===== src/svr_pkg.sv =====
/*
  Package for the sensor readout register bank: holding-register map,
  read function and exception codes, status-bit layout, alarm and
  current-loop scaling constants, carrier structs and the responder states.
  Assumes nothing of its surroundings.
*/
`default_nettype none
package svr_pkg;
  // ----------------------------------------------------------------------
  // holding-register map, one 32-bit value per pair of registers
  // ----------------------------------------------------------------------
  localparam int NUM_VALUES = 7;
  localparam logic [15:0] REG_GAS_TEMPERATURE = 16'h0000;
  localparam logic [15:0] REG_OIL_VAPOR_CONTENT = 16'h0002;
  localparam logic [15:0] REG_LINE_PRESSURE = 16'h0004;
  localparam logic [15:0] REG_REMAINING_LAMP_LIFE = 16'h0006;
  localparam logic [15:0] REG_REMAINING_FILTER_CAPACITY = 16'h0008;
  localparam logic [15:0] REG_DEVICE_STATUS_WORD = 16'h000a;
  localparam logic [15:0] REG_RAW_SENSOR_OUTPUT = 16'h000c;
  localparam logic [15:0] REG_END = 16'h000e;
  localparam int IDX_STATUS = 5;
  // ----------------------------------------------------------------------
  // read function and exception answers
  // ----------------------------------------------------------------------
  localparam logic [7:0] FUNC_READ_HOLDING = 8'h03;
  localparam logic [7:0] FUNC_EXCEPTION_FLAG = 8'h80;
  localparam logic [7:0] EXC_ILLEGAL_FUNCTION = 8'h01;
  localparam logic [7:0] EXC_ILLEGAL_ADDRESS = 8'h02;
  // ----------------------------------------------------------------------
  // status word
  // ----------------------------------------------------------------------
  localparam int STATUS_WIDTH = 15;
  localparam int ST_BIT_ALARM = 0;
  localparam int ST_BIT_PRESSURE_LOW = 8;
  localparam int ST_BIT_SIGNAL_HIGH = 14;
  // ----------------------------------------------------------------------
  // content scale in ug/m3: 10.000 mg/m3 full scale, 1.0 mg/m3 alarm
  // ----------------------------------------------------------------------
  localparam logic [15:0] CONTENT_FULL_SCALE_UG = 16'h2710;
  localparam logic [15:0] ALARM_THRESHOLD_RESET_UG = 16'h03e8;
  // ----------------------------------------------------------------------
  // carriers and states
  // ----------------------------------------------------------------------
  typedef struct packed {
    logic signal_high;
    logic signal_small;
    logic comm_failed;
    logic temp_high;
    logic temp_low;
    logic pressure_high;
    logic pressure_low;
    logic filter_exhausted;
    logic filter_soon;
    logic lamp_expired;
    logic lamp_soon;
    logic cal_overdue;
    logic cal_soon;
    logic over_range;
    logic alarm;
  } svr_status_s;

  typedef struct packed {
    logic [31:0] gas_temperature;
    logic [31:0] oil_vapor_content;
    logic [31:0] line_pressure;
    logic [31:0] remaining_lamp_life;
    logic [31:0] remaining_filter_capacity;
    logic [31:0] raw_sensor_output;
  } svr_meas_s;

  typedef enum logic [1:0] {
    ST_IDLE = 2'b00,
    ST_FUNC = 2'b01,
    ST_COUNT = 2'b11,
    ST_DATA = 2'b10
  } svr_state_e;
endpackage
`default_nettype wire


===== src/svr_readout.sv =====
/*
  Measurement and status register bank of an oil vapor sensor, answering
  read-holding-register requests byte by byte, plus the alarm relay, alarm
  LED and the current-loop code. Assumes a frame layer outside that parses
  requests, adds address and checksum, and a DAC that drives the loop.
*/
// Overview of operation
// - loop code runs linearly from 4 mA at zero to 20 mA at 10 mg/m3.
// - seven read-only 32-bit values on even register pairs from address zero.
// - status value at address ten is an unsigned word of independent flags.
// - master reads with function 03; answer carries the same function code.
// - each value goes low word first, each word high byte first.
// - status bits 0..7: alarm, over range, calibration, lamp and filter flags.
// - status bits 8..14: pressure, temperature, communication, signal level flags.
// - relay is normally open, so loss of power reads as alarm.
// - powered and below threshold: relay closed, alarm LED off.
// - powered and threshold reached: relay open, alarm LED on.
// - alarm threshold defaults to 1.0 mg/m3 until reconfigured.
`timescale 1ns/1ps
`default_nettype none
module svr_readout
  import svr_pkg::*;
#(
  parameter logic [15:0] LOOP_CODE_4MA = 16'h0ccc,
  parameter logic [15:0] LOOP_CODE_20MA = 16'hffff
)(
  // clock, reset, enable
  input wire logic REF_CLK,
  input wire logic RST,
  input wire logic CE,
  // measurements from the sensing core
  input wire logic MEAS_LOAD,
  input var svr_meas_s MEAS,
  input wire logic [15:0] CONTENT_UG,
  input var svr_status_s FLAGS,
  // alarm threshold setting
  input wire logic THRESH_WE,
  input wire logic [15:0] THRESH_UG,
  // read request from the frame layer
  input wire logic REQ_VALID,
  output logic REQ_READY,
  input wire logic [7:0] REQ_FUNC,
  input wire logic [15:0] REQ_ADDR,
  input wire logic [15:0] REQ_QTY,
  // answer bytes to the frame layer
  output logic RSP_VALID,
  input wire logic RSP_READY,
  output logic [7:0] RSP_BYTE,
  output logic RSP_LAST,
  // field outputs
  output logic RELAY_CLOSE,
  output logic ALARM_LED,
  output logic [15:0] LOOP_CODE
);
  // ----------------------------------------------------------------------
  // value store and alarm
  // ----------------------------------------------------------------------
  logic [31:0] live [NUM_VALUES];
  logic [31:0] snap [NUM_VALUES];
  logic [15:0] threshold;
  logic [15:0] content;
  logic relay_close;
  logic alarm_led;
  logic [15:0] loop_code;
  logic [15:0] next_threshold;
  logic [15:0] next_content;
  logic next_relay_close;
  logic next_alarm_led;
  logic [15:0] next_loop_code;
  logic alarm_now;
  logic [31:0] status_word;
  logic [31:0] loop_prod;
  logic [31:0] loop_quot;

  assign alarm_now = content >= threshold;
  // unused upper bits stay zero; bit 0 is this block's own comparison
  assign status_word = {17'h0_0000, FLAGS[STATUS_WIDTH-1:1], alarm_now};

  always_comb
  begin
    next_threshold = threshold;
    next_content = content;
    if (THRESH_WE)
    begin
      next_threshold = THRESH_UG;
    end
    if (MEAS_LOAD)
    begin
      next_content = CONTENT_UG;
    end
    next_relay_close = !alarm_now;
    next_alarm_led = alarm_now;
    loop_prod = {16'h0000, content} * {16'h0000, LOOP_CODE_20MA - LOOP_CODE_4MA};
    loop_quot = loop_prod / {16'h0000, CONTENT_FULL_SCALE_UG};
    // clamp above full scale rather than wrap the loop code
    if (content >= CONTENT_FULL_SCALE_UG)
    begin
      next_loop_code = LOOP_CODE_20MA;
    end
    else
    begin
      next_loop_code = LOOP_CODE_4MA + loop_quot[15:0];
    end
  end

  always_ff @(posedge REF_CLK)
  begin
    if (RST)
    begin
      threshold <= ALARM_THRESHOLD_RESET_UG;
      content <= 16'h0000;
      relay_close <= 1'b0;
      alarm_led <= 1'b0;
      loop_code <= LOOP_CODE_4MA;
    end
    else if (CE)
    begin
      threshold <= next_threshold;
      content <= next_content;
      relay_close <= next_relay_close;
      alarm_led <= next_alarm_led;
      loop_code <= next_loop_code;
    end
  end

  // live values; status is not stored here but taken from FLAGS and the alarm comparison at accept
  always_ff @(posedge REF_CLK)
  begin
    if (RST)
    begin
      for (int i = 0; i < NUM_VALUES; i++)
      begin
        live[i] <= 32'h0000_0000;
      end
    end
    else if (CE && MEAS_LOAD)
    begin
      live[0] <= MEAS.gas_temperature;
      live[1] <= MEAS.oil_vapor_content;
      live[2] <= MEAS.line_pressure;
      live[3] <= MEAS.remaining_lamp_life;
      live[4] <= MEAS.remaining_filter_capacity;
      live[6] <= MEAS.raw_sensor_output;
    end
  end

  assign RELAY_CLOSE = relay_close;
  assign ALARM_LED = alarm_led;
  assign LOOP_CODE = loop_code;

  // ----------------------------------------------------------------------
  // read responder
  // ----------------------------------------------------------------------
  svr_state_e state;
  svr_state_e next_state;
  logic [15:0] start;
  logic [4:0] idx;
  logic [4:0] last_idx;
  logic exc;
  logic [7:0] rsp_byte;
  logic [15:0] next_start;
  logic [4:0] next_idx;
  logic [4:0] next_last_idx;
  logic next_exc;
  logic [7:0] next_rsp_byte;
  logic accept;
  logic step;
  logic req_legal;
  logic req_range_ok;
  logic [16:0] req_end;

  // byte k of an answer starting at register base; one value is two registers
  function automatic logic [7:0] answer_byte(input logic [15:0] base, input logic [4:0] k,
                                             input logic [31:0] val);
    logic [15:0] reg_addr;
    logic [15:0] word;
    reg_addr = base + {12'h000, k[4:1]};
    word = reg_addr[0] ? val[31:16] : val[15:0];
    answer_byte = k[0] ? word[7:0] : word[15:8];
  endfunction

  function automatic logic [2:0] value_of(input logic [15:0] base, input logic [4:0] k);
    logic [15:0] reg_addr;
    reg_addr = base + {12'h000, k[4:1]};
    value_of = reg_addr[3:1];
  endfunction

  assign REQ_READY = state == ST_IDLE;
  assign RSP_VALID = state != ST_IDLE;
  assign RSP_BYTE = rsp_byte;
  assign RSP_LAST = (state == ST_COUNT && exc) || (state == ST_DATA && idx == last_idx);
  assign accept = CE && REQ_VALID && state == ST_IDLE;
  assign step = CE && RSP_VALID && RSP_READY;
  assign req_end = {1'b0, REQ_ADDR} + {1'b0, REQ_QTY};
  assign req_range_ok = REQ_QTY != 16'h0000 && req_end <= {1'b0, REG_END};
  assign req_legal = REQ_FUNC == FUNC_READ_HOLDING && req_range_ok;

  always_comb
  begin
    next_state = state;
    next_start = start;
    next_idx = idx;
    next_last_idx = last_idx;
    next_exc = exc;
    next_rsp_byte = rsp_byte;
    case (state)
      ST_IDLE:
      begin
        if (accept)
        begin
          next_state = ST_FUNC;
          next_start = REQ_ADDR;
          next_idx = 5'h00;
          next_last_idx = 5'(REQ_QTY * 2 - 1);
          next_exc = !req_legal;
          // the answer echoes the code it was asked with
          next_rsp_byte = req_legal ? REQ_FUNC : (REQ_FUNC | FUNC_EXCEPTION_FLAG);
        end
      end
      ST_FUNC:
      begin
        if (step)
        begin
          next_state = ST_COUNT;
          if (exc)
          begin
            next_rsp_byte = (rsp_byte == (FUNC_READ_HOLDING | FUNC_EXCEPTION_FLAG))
                            ? EXC_ILLEGAL_ADDRESS : EXC_ILLEGAL_FUNCTION;
          end
          else
          begin
            next_rsp_byte = {3'b000, last_idx} + 8'h01;
          end
        end
      end
      ST_COUNT:
      begin
        if (step)
        begin
          next_state = exc ? ST_IDLE : ST_DATA;
          next_rsp_byte = exc ? 8'h00 : answer_byte(start, 5'h00, snap[value_of(start, 5'h00)]);
        end
      end
      ST_DATA:
      begin
        if (step)
        begin
          next_idx = idx + 5'h01;
          next_rsp_byte = (idx == last_idx) ? 8'h00
                          : answer_byte(start, next_idx, snap[value_of(start, next_idx)]);
          if (idx == last_idx)
          begin
            next_state = ST_IDLE;
          end
        end
      end
      default:
      begin
        next_state = ST_IDLE;
      end
    endcase
  end

  always_ff @(posedge REF_CLK)
  begin
    if (RST)
    begin
      state <= ST_IDLE;
      start <= 16'h0000;
      idx <= 5'h00;
      last_idx <= 5'h00;
      exc <= 1'b0;
      rsp_byte <= 8'h00;
    end
    else if (CE)
    begin
      state <= next_state;
      start <= next_start;
      idx <= next_idx;
      last_idx <= next_last_idx;
      exc <= next_exc;
      rsp_byte <= next_rsp_byte;
    end
  end

  // snapshot on accept, so no value tears between its two words mid-answer
  always_ff @(posedge REF_CLK)
  begin
    if (RST)
    begin
      for (int i = 0; i < NUM_VALUES; i++)
      begin
        snap[i] <= 32'h0000_0000;
      end
    end
    else if (accept)
    begin
      for (int i = 0; i < NUM_VALUES; i++)
      begin
        snap[i] <= (i == IDX_STATUS) ? status_word : live[i];
      end
    end
  end
endmodule
`default_nettype wire


===== config.mk =====
export PLATFORM = sky130hd
export DESIGN_NAME = svr_readout
export DESIGN_NICKNAME = d
export VERILOG_FILES = /design/src/svr_pkg.sv /design/src/svr_readout.sv
export SDC_FILE = /design/constraint.sdc
export NUM_CORES = 1
export LEC_CHECK = 0
export BUFFER_PORTS_ARGS = -buffer_cell sky130_fd_sc_hd__buf_2
export CORE_MARGIN = 4
export CORE_UTILIZATION = 52
export DETAILED_ROUTE_END_ITERATION = 10
export PLACE_DENSITY = 0.71
export REMOVE_ABC_BUFFERS = 1
export SETUP_SLACK_MARGIN = 0.5
export SKIP_LAST_GASP = 1
export SLEW_MARGIN = 40
export SYNTH_ARGS = -nofsm -noshare
export SYNTH_HDL_FRONTEND = slang
export SYNTH_SLANG_ARGS = --single-unit

===== constraint.sdc =====
create_clock -name REF_CLK -period 29.2 [get_ports REF_CLK]
set_input_delay 2.92 -clock REF_CLK [delete_from_list [all_inputs] [get_ports REF_CLK]]
set_output_delay 2.92 -clock REF_CLK [all_outputs]
set_load 0.05 [all_outputs]

==> results of run 1 <==
through the flow:
stage	worst slack [ns]	hold slack [ns]	instance area, um^2	utilization [%]	instances
after floorplan	5.953	0.4303	34580	-	3255
after global placement	3.083	0.4436	37480	55.81	4464
after detailed placement	3.512	0.4481	37540	55.89	4466
after CTS	3.437	0.4574	39180	58.34	4559
after global routing	1.393	0.4921	39270	58.47	4563
final	3.330	0.4551	39270	58.48	4564
critical path: cells and delay by family (launching register included):
family | cells | cell delay, ns
xor gates and xnor gates | 11 | 3.44
muxes | 2 | 0.58
adders and majority gates | 9 | 4.23
and+or+nand+nor | 13 | 4.37
buffers and inverters | 9 | 1.11
DFF | 1 | 0.51
AOI/OAI and AO/OA | 33 | 11.42
placed cells by master (no fill, tap or decap), drive strengths merged, types with 15 or more instances in the layout:
master and instances:
nor2 200, xor2 51, o21a 22, nor2b 78, a31oi 32, o22ai 32
nand2 221, inv 222, mux4 63, clkbuf 65, a211oi 59, o31ai 25
or3 19, mux2i 43, mux2 16, o2111ai 15, and3 20, dfxtp 78
nor4 34, nor3b 21, buf 341, a21o 26, and2 354, o21ai 141
fa 100, a22oi 15, edfxtp 399, xnor2 91, o211ai 30, nand2b 25
nand4 35, ha 176, nand3 66, clkinv 20, or2 26, a21oi 191
nor3 64
registers in the layout, summed over array words and instances, names as in the netlist, 2 cells and up, named ones only:
signal,cells
live,192
snap,207
RSP_BYTE,8
start,4
idx,5
content,16
LOOP_CODE,16
last_idx,5
threshold,16
state,2
path summary, 6_finish.rpt:
check                 from            end  slack [ns]  depth (start not counted)
max reg2reg     content[3]  LOOP_CODE[14]        3.33                         77
min reg2reg  threshold[13]  threshold[13]        0.46                          2
max             content[3]  LOOP_CODE[14]        3.33                         77
min          threshold[13]  threshold[13]        0.46                          2
layout make-up:
class	instances	area (um^2)	share of cell area, %
clock buffers	65	1369	3.485
inverters	219	834.6	2.125
well taps	873	1092	2.781
flip-flops and latches	477	13550	34.50
diodes	2	5.005	0.01274
multi-input cells	2559	20350	51.83
repair buffers	341	1797	4.575
clock inverters	28	272.8	0.6945
kinds of logic after synthesis:
logic type                 count (synthesis)
and+or+nand+nor                         1215
xor gates and xnor gates                 142
DFF                                      477
AOI/OAI and AO/OA                        792
buffers and inverters                    377
muxes                                    122
adders and majority gates                288
routing by layer:
metal,GRT usage [%],vias to the layer above,wire length (um)
li1,-,13038,-
met2,39.04,865,41300
met3,2.628,150,4963
met4,8.010,0,3129
met1,35.88,13082,40820
met5,0,-,0
==> metrics.md, run 1 <==
| Metric | Value |
|---|---|
| Final wirelength | around 90000 um |
| Top cell type's share of synthesized area | 34.00% |
| Synth Warn # | 0 |
| Global-route wire length before repair | ~140000 um |
| Xor and xnor area share after synthesis | under 10% |
| Number of synthesized register bits | 477 |
| Antenna Nets Post-Route | 0 |
| Post-synthesis area per instance | between 10 and 15 um^2 |
| Slew headroom | roughly 43% |
| Fillers | 5615 |
| Nets@finish | around 4.2k |
| Overall routing resource usage | 24.67% |
| CTS tree | yes |
| Root Driver | clkbuf_16 |
| Initial antenna violation count | 3 |
| Largest area contributor in the netlist | edfxtp_1 |
| Outcome | completed |
| Top_reg_cell synth | edfxtp_1 |
| CP max stage cell | a2111oi_1 |
| CP Max Fanout | 17 |
| Most common cell in the netlist | edfxtp_1 |
| Sequential area share after synthesis | around two fifths |
| MaxCap Viol Count | 0 |
| Post-CTS resize count | 0 |
| Clock Latency Late Sink | 0.61 ns |
| Synth cell count leaders | 399 x edfxtp_1, 354 x and2_1, 220 x nand2_1 |
| Min Tclk post-route | around 26 ns |
| Number of global-route vias before repair | about 26k |
| Max stage delay on crit path | about 0.81 ns |
| Largest family of logic cells by synthesized area | simple AND/OR/NAND/NOR gates |
| Endpoints failing setup | 0 |
| Max Clock Skew | 0.03121 ns |
| Vert. Die Dim | 268.3 um |
| Initial Util | 52.47% |
| DP HPWL | 66330 um |
| Die Width | approximately 270 um |
| TritonCTS Buffers | 50 |
| Asr flop ratio synth | 0% |
| Synthesis-to-layout area growth | 11.45% |
| Post-Syn Instances | between 3k and 4k |
| Post-synthesis mux area share | slightly below 6% |
| Mapped Area | about 35000 um^2 |
| Fin Setup TNS | 0 ns |
| Fin crit share | approximately nine tenths |
| CTS max path bufs | 3 |
| Crit end category | flip-flop |
| Startpoint Class | flip-flop |
| Final slew viol count | 0 |
| Adder-cell share of the synthesized area | 12.28% |
| Kind of critical path | reg -> reg |
| Post-CTS Setup Bufs | 0 |
| Clock-pin slew on the worst setup and hold paths | around 0.070 ns |
| Count of cell types in the netlist | between 100 and 150 |
| Ranking of synthesized cells by area | edfxtp_1 34%, and2_1 6.3%, ha_1 6.2% |
| Fin. Hold Viols | 0 |
| CTS Hold Bufs | 0 |
| Depth of the CTS H-tree | 2 |
| PortBufs | between 300 and 400 |
| Largest net degree at the start of global routing | 140 |
| Worst slew pin tran | approximately 0.85 ns |
| Placement Rows | 95 |
| Data arrival time of the critical path | between 20 and 30 ns |
| Grt ovf | 0 |
| Die Footprint | ~70000 um^2 |
| Post-synth EDFFs | 399 |
| Initial drt markers | roughly 2.3k |
| HP Class | reg -> reg |
| RSZ-0062 raised after global routing | no |
| Ports | roughly 320 |
| Number of remaining DRC errors | 0 |
| Clk sinks | 477 |
| DR pass1 iterations | 5 |
| Final GP Congestion | 0.9337 |
| Layout cells sized above 1 | between 10% and 20% |
| Compound-Gate Fraction of Synth Area | ~17% |
| Drt wl/cell | roughly 20 um |
| Worst path required time | between 20 and 30 ns |
| Via density per instance | about 5.9 |
| Total number of vias | 27.14k |
| Core Area | 67160 um^2 |
| Max Clk Rate | a little under 40 MHz |
| Simple-gate share of the synthesized area | 18.87% |
Power of run 1 is not shown: default switching activity piles up to over one toggle a cycle in this logic, so the estimate is an artifact.
==> run 2, diff against run 1 <==
- BUFFER_PORTS_ARGS: -buffer_cell sky130_fd_sc_hd__buf_2 -> default
- DONT_BUFFER_PORTS: default -> 1
- PLACE_DENSITY: 0.71 -> 0.67
==> metrics.md, run 2 (synthesized netlist as in run 1, its figures left out) <==
| Metric | Value |
|---|---|
| Outcome | completed |
| Core Area | 67160 um^2 (unchanged) |
| Global-route met1 utilization | 33.09% (-2.8 points) |
| Global-route wire length before repair | 144000 um (+1.5%) |
| Largest regs | snap (207), live (192) |
| Clock-pin slew on the worst setup and hold paths | 0.07 ns (about the same) |
| Ports | 315 (unchanged) |
| TritonCTS Buffers | 49 (-2.0%) |
| CP max stage cell | nor4_2 |
| Fin crit share | 89.92% (+1.3 points) |
| DP Worst Slack | 3.281 ns (-0.2310 ns) |
| Most flops, register | snap |
| Nets@finish | 3895 (-7.5%) |
| Setup ws final | 2.943 ns (-0.3866 ns) |
| Leading cell type in the layout, fill and taps excluded | edfxtp_1 |
| CP Max Fanout | 20 (+3) |
| Post-CTS Setup Bufs | 0 (unchanged) |
| CTS tree | yes |
| Min Tclk post-route | 26.26 ns (+0.3866 ns) |
| Met2 Use GR | 43.09% (+4.1 points) |
| Die Width | 268.3 um (unchanged) |
| Clk sinks | 477 (unchanged) |
| Initial antenna violation count | 20 (+17) |
| Max stage delay on crit path | 0.72 ns (-0.09 ns) |
| Final GP Congestion | 0.9416 (+0.85%) |
| Depth of the CTS H-tree | 2 (unchanged) |
| Largest net degree at the start of global routing | 151 (+7.9%) |
| HP Class | reg -> reg |
| Slew headroom | 41.61% (-1.4 points) |
| Crit end category | flip-flop |
| Max Clk Rate | 38.09 MHz (-1.5%) |
| Flip-flop count of the largest register after layout | 207 (unchanged) |
| Buf+Inv Stages, Crit Path | 7 (-2) |
| Overall routing resource usage | 25.11% (+0.44 points) |
| Vert. Die Dim | 268.3 um (unchanged) |
| Final wirelength | 92800 um (+2.9%) |
| Number of remaining DRC errors | 0 (unchanged) |
| Fin. Hold Viols | 0 (unchanged) |
| CP delay by family, top | compound AO/OA/AOI/OAI gates |
| Clock Latency Late Sink | 0.64 ns (+0.03 ns) |
| Total number of vias | 26.29k (-3.1%) |
| Worst slew pin tran | 0.8514 ns (-0.001356 ns) |
| PortBufs | 0 (-100%) |
| Worst path required time | 29.72 ns (+0.09 ns) |
| Endpoints failing setup | 0 (unchanged) |
| Drt wl/cell | 21.80 um (+10%) |
| Placement Rows | 95 (unchanged) |
| Antenna Nets Post-Route | 0 (unchanged) |
| Initial Util | 52.47% (unchanged) |
| Final slew viol count | 0 (unchanged) |
| Fin Setup TNS | 0 ns (unchanged) |
| Layout cells sized above 1 | 10.17% (-7.5 points) |
| Kind of critical path | reg -> reg |
| DR pass1 iterations | 7 (+2) |
| Most frequent cells in the layout | 399 x edfxtp_1, 354 x and2_1, 220 x nand2_1 |
| RSZ-0062 raised after global routing | no |
| Fillers | 5711 (+1.7%) |
| Startpoint Class | flip-flop |
| Grt ovf | 0 (unchanged) |
| CTS max path bufs | 3 (unchanged) |
| Post-CTS resize count | 0 (unchanged) |
| Synthesis-to-layout area growth | 7.407% |
| Number of global-route vias before repair | 25.91k (+0.55%) |
| Root Driver | clkbuf_16 |
| MaxCap Viol Count | 0 (unchanged) |
| Most Used Layer, Global Route | met2 |
| Max Clock Skew | 0.05829 ns (+0.02708 ns) |
| Initial drt markers | 1859 (-21%) |
| Via density per instance | 6.176 (+3.9%) |
| CTS Hold Bufs | 0 (unchanged) |
| Data arrival time of the critical path | 26.78 ns (+0.48 ns) |
| Grt met3 use | 4.605% (+2.0 points) |
| Die Footprint | 71990 um^2 (unchanged) |
| DP HPWL | 69220 um (+4.4%) |
[run 2: worst reg2reg max path, delay by kind of cell, from the launching register on]
kind / cells / cell delay, ns
compound gates: 31 / 11.56
xor+xnor: 11 / 3.99
fa+ha+maj: 8 / 3.68
buf+inv: 7 / 1.13
flops: 1 / 0.57
mux: 3 / 0.97
simple gates: 14 / 4.29
[run 2: metal layers]
layer | share of wire, % | vias to the layer above
met1 | 42 | 12834
met2 | 49 | 885
met5 | 0.075 | -
met3 | 6.3 | 158
li1 | - | 12404
met4 | 2.2 | 12
[run 2: worst paths after layout]
check                                   start  cells past startpoint  slack (ns)       endpoint
worst max-delay path               content[7]                     74        2.94  LOOP_CODE[14]
worst min-delay path            threshold[11]                      2        0.46  threshold[11]
worst max register to register     content[7]                     74        2.94  LOOP_CODE[14]
worst min register to register  threshold[11]                      2        0.46  threshold[11]
[run 2: final cells by class]
| class | instances | area (um^2) | share of cell area, % |
|---|---|---|---|
| sequential | 477 | 13540 | 35.79 |
| clock inverter | 31 | 397.9 | 1.051 |
| multi-input combinational | 2559 | 20370 | 53.82 |
| antenna | 11 | 27.53 | 0.07273 |
| timing repair buffer | 27 | 284.0 | 0.7504 |
| tap | 873 | 1092 | 2.886 |
| inverter | 219 | 834.6 | 2.205 |
| clock buffer | 60 | 1297 | 3.428 |
[run 2: per-stage QoR]
stage | utilization [%] | std cells | cell area, um^2 | hold slack (ns)
finish | 56.36 | 4257 | 37850 | 0.4620
global route | 56.33 | 4251 | 37830 | 0.4691
CTS | 56.16 | 4245 | 37720 | 0.4577
detailed placement | 53.64 | 4154 | 36020 | 0.4485
global placement | 53.49 | 4151 | 35930 | 0.4440
floorplan | - | 3255 | 34580 | 0.4303
Power of run 2 is left out for the same reason.
